==> src/core/acec_defines.svh <==
/*
 Constants of the analog compare event control block: register offsets, field
 positions, reset values and interrupt/status layout.
 Assumes inclusion by bare name from the package and the core module.
*/
//
// Contract
// - Setting comparator_enable turns the comparator function on, clearing it keeps it off.
// - reference_select routes the external pin when 0 and the bandgap reference when 1.
// - compare_event_flag is set by each selected compare event and cleared only by writing a one.
// - The interrupt is asserted while compare_irq_enable and compare_event_flag are both set.
// - comparator_output_level reads the present output and is forced to 0 while disabled.
// - output_pin_enable presents the comparator result on comparator_output_pin.
// - event_mode_select 00 and 10 pick falling edges, 01 rising edges, 11 either edge.
// - The output is high when the non-inverting input exceeds the inverting input.
// - All controls of one instance live in a single 8-bit status and control register; the event mask has its own register at offset 2.
`ifndef ACEC_DEFINES_SVH
`define ACEC_DEFINES_SVH

// ----------------------------------------------------------------------------
// Register map
// ----------------------------------------------------------------------------
`define ACEC_ADDR_W 4
`define ACEC_OFS_SC 4'h0
`define ACEC_OFS_STAT 4'h1
`define ACEC_OFS_MASK 4'h2

// ----------------------------------------------------------------------------
// Status and control fields
// ----------------------------------------------------------------------------
`define ACEC_BIT_ENABLE 7
`define ACEC_BIT_REFSEL 6
`define ACEC_BIT_FLAG 5
`define ACEC_BIT_IRQEN 4
`define ACEC_BIT_LEVEL 3
`define ACEC_BIT_PINEN 2
`define ACEC_MODE_HI 1
`define ACEC_MODE_LO 0
`define ACEC_SC_RESET 8'h00
`define ACEC_SC_WMASK 8'hD7

// ----------------------------------------------------------------------------
// Event status/mask layout
// ----------------------------------------------------------------------------
`define ACEC_EV_W 2
`define ACEC_EV_RISE 0
`define ACEC_EV_FALL 1
`define ACEC_MASK_RESET 2'h0

`endif

==> src/core/acec_pkg.sv <==
/*
 Types of the analog compare event control block.
 Assumes the defines header sits on the include path.
*/
`include "acec_defines.svh"

package acec_pkg;
    // Event selection encodings
    typedef enum logic [1:0] {
        ACEC_MODE_FALL = 2'b00,
        ACEC_MODE_RISE = 2'b01,
        ACEC_MODE_FALL2 = 2'b10,
        ACEC_MODE_BOTH = 2'b11
    } acec_mode_t;

    typedef logic [`ACEC_ADDR_W-1:0] acec_addr_t;

    // Whole block state
    typedef struct packed {
        logic enable;
        logic refsel;
        logic flag;
        logic irqen;
        logic pinen;
        acec_mode_t mode;
        logic sync1;
        logic sync2;
        logic prev;
        logic [`ACEC_EV_W-1:0] ev_stat;
        logic [`ACEC_EV_W-1:0] ev_mask;
        logic [7:0] rdata;
        logic irq;
        logic cmp_pin;
        logic ref_sel_out;
        logic cmp_en_out;
    } acec_state_t;
endpackage

==> src/core/acec_core.sv <==
/*
 Digital control and event logic around an analog comparator: enable,
 reference selection, output sampling, edge events, sticky flag, interrupt
 and output pin drive.
 Assumes an analog core that compares the selected inputs and returns an
 asynchronous level, and a bus master with one-cycle strobes.
*/
// The implementer's own choices: the placing of the registers and strobed register access.
`timescale 1ns/1ps
`default_nettype none
`include "acec_defines.svh"

module acec_core (
    input wire logic clk_i,
    input wire logic rst_n_i,
    input wire acec_pkg::acec_addr_t addr_i,
    input wire logic [7:0] wdata_i,
    input wire logic wr_i,
    input wire logic rd_i,
    output logic [7:0] rdata_o,
    input wire logic cmp_raw_i,
    output logic cmp_enable_o,
    output logic ref_select_o,
    output logic cmp_out_pin_o,
    output logic irq_o
);
    import acec_pkg::*;

    acec_state_t s_q, s_d;

    // Level read back through the status/control register
    function automatic logic live_level(input acec_state_t s);
        return s.enable & s.prev;
    endfunction

    // ------------------------------------------------------------------------
    // Next state
    // ------------------------------------------------------------------------
    // One process computes everything; the register copy below holds it.
    always_comb begin
        logic rise;
        logic fall;
        logic hit;
        logic sc_wr;
        rise = 1'b0;
        fall = 1'b0;
        hit = 1'b0;
        sc_wr = wr_i && (addr_i == `ACEC_OFS_SC);
        s_d = s_q;

        // Two-stage synchroniser, only the second stage is inspected
        s_d.sync1 = cmp_raw_i;
        s_d.sync2 = s_q.sync1;
        // Disabled comparator presents a 0 so no stale edge survives
        s_d.prev = s_q.enable ? s_q.sync2 : 1'b0;

        // Edges are judged on successive synchronised samples
        rise = s_q.enable && s_q.enable && s_q.sync2 && !s_q.prev;
        fall = s_q.enable && !s_q.sync2 && s_q.prev;
        case (s_q.mode)
            ACEC_MODE_RISE: hit = rise;
            ACEC_MODE_BOTH: hit = rise | fall;
            ACEC_MODE_FALL, ACEC_MODE_FALL2: hit = fall;
            default: hit = 1'b0;
        endcase

        // Control fields, all in one byte
        if (sc_wr) begin
            s_d.enable = wdata_i[`ACEC_BIT_ENABLE];
            s_d.refsel = wdata_i[`ACEC_BIT_REFSEL];
            s_d.irqen = wdata_i[`ACEC_BIT_IRQEN];
            s_d.pinen = wdata_i[`ACEC_BIT_PINEN];
            s_d.mode = acec_mode_t'(wdata_i[`ACEC_MODE_HI:`ACEC_MODE_LO]);
            // Only a one clears; zero leaves the flag alone
            if (wdata_i[`ACEC_BIT_FLAG]) begin
                s_d.flag = 1'b0;
            end
        end
        // Set wins over a clearing write in the same cycle
        if (hit) begin
            s_d.flag = 1'b1;
        end

        // Raw edge status, write-one-to-clear, set wins
        if (wr_i && addr_i == `ACEC_OFS_STAT) begin
            s_d.ev_stat = s_q.ev_stat & ~wdata_i[`ACEC_EV_W-1:0];
        end
        if (rise) begin
            s_d.ev_stat[`ACEC_EV_RISE] = 1'b1;
        end
        if (fall) begin
            s_d.ev_stat[`ACEC_EV_FALL] = 1'b1;
        end
        if (wr_i && addr_i == `ACEC_OFS_MASK) begin
            s_d.ev_mask = wdata_i[`ACEC_EV_W-1:0];
        end

        // Interrupt follows the registered flag and enable, or any event status bit whose mask bit is set
        s_d.irq = (s_d.irqen && s_d.flag) || |(s_d.ev_stat & s_d.ev_mask);

        // Pin shows the synchronised result only while enabled
        s_d.cmp_pin = s_d.pinen && s_d.enable && s_d.prev;
        // Analog core controls: enable and reference mux
        s_d.cmp_en_out = s_d.enable;
        s_d.ref_sel_out = s_d.refsel;

        // Read data stands in the cycle after the strobe only
        s_d.rdata = 8'h00;
        if (rd_i) begin
            case (addr_i)
                `ACEC_OFS_SC: s_d.rdata = {s_q.enable, s_q.refsel, s_q.flag, s_q.irqen,
                                           live_level(s_q), s_q.pinen, s_q.mode};
                `ACEC_OFS_STAT: s_d.rdata = {6'h00, s_q.ev_stat};
                `ACEC_OFS_MASK: s_d.rdata = {6'h00, s_q.ev_mask};
                default: s_d.rdata = 8'h00;
            endcase
        end
    end

    // ------------------------------------------------------------------------
    // State register
    // ------------------------------------------------------------------------
    always_ff @(posedge clk_i or negedge rst_n_i) begin
        if (!rst_n_i) begin
            s_q <= '0;
        end else begin
            s_q <= s_d;
        end
    end

    assign rdata_o = s_q.rdata;
    assign irq_o = s_q.irq;
    assign cmp_out_pin_o = s_q.cmp_pin;
    assign cmp_enable_o = s_q.cmp_en_out;
    assign ref_select_o = s_q.ref_sel_out;

    // ------------------------------------------------------------------------
    // Checks
    // ------------------------------------------------------------------------
    property p_flag_set;
        @(posedge clk_i) disable iff (!rst_n_i)
        (s_q.enable && s_q.mode == ACEC_MODE_RISE && s_q.sync2 && !s_q.prev) |=> s_q.flag;
    endproperty
    a_flag_set: assert property (p_flag_set) else $error("rise event did not set flag");

    property p_flag_hold;
        @(posedge clk_i) disable iff (!rst_n_i)
        (s_q.flag && !(wr_i && addr_i == `ACEC_OFS_SC && wdata_i[`ACEC_BIT_FLAG])) |=> s_q.flag;
    endproperty
    a_flag_hold: assert property (p_flag_hold) else $error("flag dropped without clear");

    property p_irq;
        @(posedge clk_i) disable iff (!rst_n_i)
        (s_q.irqen && s_q.flag) |-> irq_o;
    endproperty
    a_irq: assert property (p_irq) else $error("irq missing with flag set");

    property p_no_irq;
        @(posedge clk_i) disable iff (!rst_n_i)
        (!s_q.irqen && !(|(s_q.ev_stat & s_q.ev_mask))) |-> !irq_o;
    endproperty
    a_no_irq: assert property (p_no_irq) else $error("irq without cause");

    property p_level_zero;
        @(posedge clk_i) disable iff (!rst_n_i)
        (rd_i && addr_i == `ACEC_OFS_SC && !s_q.enable) |=> !rdata_o[`ACEC_BIT_LEVEL];
    endproperty
    a_level_zero: assert property (p_level_zero) else $error("level read nonzero while off");

    property p_pin_off;
        @(posedge clk_i) disable iff (!rst_n_i)
        !s_q.pinen |-> !cmp_out_pin_o;
    endproperty
    a_pin_off: assert property (p_pin_off) else $error("pin driven while disabled");

    property p_enable_follow;
        @(posedge clk_i) disable iff (!rst_n_i)
        (wr_i && addr_i == `ACEC_OFS_SC) |=> (cmp_enable_o == $past(wdata_i[`ACEC_BIT_ENABLE]));
    endproperty
    a_enable_follow: assert property (p_enable_follow) else $error("enable not applied");

    property p_fall_mode;
        @(posedge clk_i) disable iff (!rst_n_i)
        (s_q.enable && s_q.mode == ACEC_MODE_FALL2 && !s_q.sync2 && s_q.prev) |=> s_q.flag;
    endproperty
    a_fall_mode: assert property (p_fall_mode) else $error("falling edge missed in mode 10");

    property p_sync;
        @(posedge clk_i) disable iff (!rst_n_i)
        s_q.enable |=> (s_q.prev == $past(s_q.sync2));
    endproperty
    a_sync: assert property (p_sync) else $error("sample chain broken");

    c_rise: cover property (@(posedge clk_i) disable iff (!rst_n_i) s_q.flag && s_q.mode == ACEC_MODE_RISE);
    c_both: cover property (@(posedge clk_i) disable iff (!rst_n_i) s_q.flag && s_q.mode == ACEC_MODE_BOTH);
    c_irq: cover property (@(posedge clk_i) disable iff (!rst_n_i) irq_o);
    c_pin: cover property (@(posedge clk_i) disable iff (!rst_n_i) cmp_out_pin_o);
endmodule // acec_core

`default_nettype wire

==> config.mk <==
export PLATFORM = sky130hd
export DESIGN_NAME = acec_core
export DESIGN_NICKNAME = d
export VERILOG_FILES = /design/src/core/acec_pkg.sv /design/src/core/acec_core.sv
export VERILOG_INCLUDE_DIRS = /design/src /design/src/core
export SDC_FILE = /design/constraint.sdc
export NUM_CORES = 1
export LEC_CHECK = 0
export BUFFER_PORTS_ARGS = -buffer_cell sky130_fd_sc_hd__buf_2
export CORE_ASPECT_RATIO = 0.7
export CORE_MARGIN = 2
export CORE_UTILIZATION = 44
export CTS_BUF_LIST = sky130_fd_sc_hd__clkbuf_16
export DETAILED_ROUTE_END_ITERATION = 7
export GPL_ROUTABILITY_DRIVEN = 0
export HOLD_SLACK_MARGIN = 0.02
export PLACE_DENSITY = 0.69
export SLEW_MARGIN = 10
export SYNTH_ARGS = -nofsm -noshare
export SYNTH_HDL_FRONTEND = slang
export SYNTH_SLANG_ARGS = --single-unit
==> constraint.sdc <==
create_clock -name clk_i -period 1 [get_ports clk_i]
set_input_delay 0.2 -clock clk_i [delete_from_list [all_inputs] [get_ports clk_i]]
set_output_delay 0.2 -clock clk_i [all_outputs]
set_load 0.005 [all_outputs]
==> flow_summary.toml <==
[sta]
rsz0062_at_grt = "yes"
slew-limit-headroom_pct = 65.26
min_period_over_period_pct = 111.8
layout_setup_ws_ns = -0.1180
fin_crit_ns = 1.118
hold_viol_final = 0
max_freq_ghz = 0.8945
slew_viol_final = 0
skew_ns = 0.004524
setup_violations = 6
worst_pin_slew_ns = 0.5212

[finish]
stdcell_area_um2 = 1473
diodes = 0
drive_above_1_share_pct = 54.26
fill_cells = 171
areaGrowthSynthToFinish_pct = 39.79
layoutNonFillerInstCount = 161
multi_input_area_um2 = 425.4
fin_util_pct = 66.72
seqCellArea_um2 = 603.1
nNetsFinal = 147

[routing]
wirelength_um = 2177
drc = 0
via_count = 784
drtAntennaViolNets = 0
drtPass1Iterations = 4
wl_per_cell_um = 13.52
via_per_inst = 4.870
drtIter0Drc = 61

[grt]
use_met1_pct = 22.48
grt_antenna_before_repair = 0
use_met2_pct = 28.17
grt_most_used_layer = "met2"
grt_max_degree = 25
grt_pass1_wl_um = 3594
globalRouteMet3Util_pct = 6.484
grt_pass1_vias = 764
track_usage_pct = 17.38
grt.overflow.total = 0

[synthesis]
synthCells = 91
yosys_register_bits = 24
synth_area_um2 = 1054
synth_cell_types = 29
ys_warn_count = 0
syn_avg_cell_area_um2 = 11.58
synth-edff-count = 0
synthFlopType = "dfrtp_1"
postSynth.asyncResetShare_pct = 100.0
synth-seq-area-share_pct = 57.01
synth_nets = 108

[die]
die_h_um = 44.94
die_w_um = 62.49
core_area_um2 = 2207
fp-row-count = 14
pin_count = 29
die-area_um2 = 2808
initial_utilization_pct = 47.73

[power_and_ir_drop]
irDropWorstVdd_mv = 1.451
pwr-share-comb_pct = 23.2
p_leak_nw = 0.7643
seqPwrFrac_pct = 45.8
powerDensity_nw_per_um2 = 1862
internal_power_mw = 2.030
p_sw_mw = 0.7122
switching_share_pct = 25.97
p_clk_share_pct = 31.0

[place]
numPortBuffers = 27
place_inst = 152
postPlaceCellArea_um2 = 1265
dp_hpwl_um = 1500
place_ws_ns = -0.3714

[clocking]
cts_buffer_depth = 2
cts_tree = "yes"
cts-buffers-inserted = 3
cts.clk_slew.worst_paths_ns = 0.06
cts_sinks = 24
htree_levels = 1
clk_latency_ns = 0.26
cts_root_buf = "clkbuf_16"

[setup_path]
critPathKind = "flip-flop to output pin"
critPathArrivalTime_ns = 0.92
end_kind = "output pin"
critical_path.top_delay_family = "flip-flops"
crit_path_top_delay_cell = "dfrtp_2"
path_max_fanout = 5
path_buf_inv = 2
crit_required_ns = 0.80
max_stage_delay_ns = 0.44
path_common_cell = "buf_6"
path_cells = "buf_6, buf_6"
worstSetupStartpointType = "flip-flop"

[status]
violations = "setup timing"
status = "finished with violations"

[job]
maxCapViolCount = 0

[min_path]
hold_class = "primary input to flip-flop"
-- cell usage after synthesis (2+ instances only) --
| master | number | area, um^2 |
|---|---|---|
| a31oi_1 | 2 | 12.51 |
| buf_4 | 8 | 60.06 |
| nand2_1 | 4 | 15.01 |
| nor2b_1 | 2 | 12.51 |
| and2_1 | 5 | 31.28 |
| inv_1 | 7 | 26.28 |
| mux2i_1 | 4 | 40.04 |
| or2_2 | 2 | 12.51 |
| nand3_1 | 2 | 10.01 |
| a21oi_1 | 3 | 15.01 |
| mux2_2 | 4 | 45.04 |
| nor2_1 | 7 | 26.28 |
| dfrtp_1 | 24 | 600.6 |
| o22ai_1 | 2 | 12.51 |
-- final timing paths --
kind | from | slack (ns) | end | depth (start not counted)
min | cmp_raw_i | 0.05 | s_d[17] | 1
min in group asynchronous | rst_n_i | 0.46 | s_q[17] | 2
max | cmp_enable_o | -0.12 | cmp_enable_o | 2
max in group asynchronous | rst_n_i | 0.17 | cmp_enable_o | 2
max reg2reg | s_q[20] | -0.09 | irq_o | 4
min reg2reg | s_d[17] | 0.36 | s_q[17] | 0
-- final cells by class --
cell class / instances / area share [%]
sequential: 24 / 40.95
multi-input combinational: 50 / 28.89
timing repair buffer: 44 / 20.31
clock buffer: 3 / 5.098
tap: 32 / 2.719
inverter: 7 / 1.784
clock inverter: 1 / 0.2549
-- power groups by stage --
stage	logic [mW]	registers (mW)	clock network (mW)
global route	0.697	1.28	0.912
CTS	0.592	1.24	0.866
detailed placement	0.489	1.24	0
finish	0.636	1.26	0.851
floorplan	0.279	1.22	0
global placement	0.469	1.23	0
-- registers in the layout, summed over array words and instances, names as in the netlist --
| register | count |
|---|---|
| ref_select_o | 1 |
| rdata_o | 8 |
| cmp_out_pin_o | 1 |
| s_d | 1 |
| irq_o | 1 |
| cmp_enable_o | 1 |
| s_q | 11 |
-- kinds of logic (layout without fill, tap and decap cells) --
| logic type | Yosys count | in the layout | share of synthesized area [%] |
|---|---|---|---|
| buffers and inverters | 17 | 55 | 9.739 |
| and+or+nand+nor | 32 | 32 | 18.41 |
| DFF | 24 | 24 | 57.01 |
| AOI/OAI and AO/OA | 9 | 9 | 5.344 |
| muxes | 9 | 9 | 9.501 |
-- through the flow --
step / hold WS (ns) / TNS (ns) / power (mW)
after floorplan: -0.09559 / -0.5165 / 1.498
after global placement: 0.1975 / -2.739 / 1.703
after detailed placement: 0.2096 / -3.386 / 1.726
after CTS: 0.04627 / -0.3324 / 2.698
after global routing: 0.04181 / -0.8383 / 2.885
final: 0.04922 / -0.3645 / 2.743
-- metal layers --
metal / vias up / wire (um)
li1: 374 / -
met1: 376 / 967
met2: 32 / 1061
met3: 2 / 137
met4: 0 / 11
met5: - / 0
-- cell usage in the layout (no fill, tap or decap), types with 2 or more instances in the layout --
cell type / instances
a21oi_1: 2
buf_4: 12
buf_2: 24
clkbuf_16: 3
mux2i_2: 3
a31oi_1: 2
dfrtp_1: 22
inv_1: 7
nor2_1: 7
or2_4: 2
nand3_1: 2
buf_6: 7
nand2_1: 4
mux2_2: 4
and2_1: 5
dfrtp_2: 2
-- repair_timing --
item                                    4_1_cts  5_1_grt
hold endpoints to repair                     24        0
hold buffers                                  1        0
gates resized for setup                      15        7
endpoints found under the setup margin        9       15
pin swaps                                     5        3
setup buffers                                 3        1
Note: power is estimated with default switching activity, not from simulation.
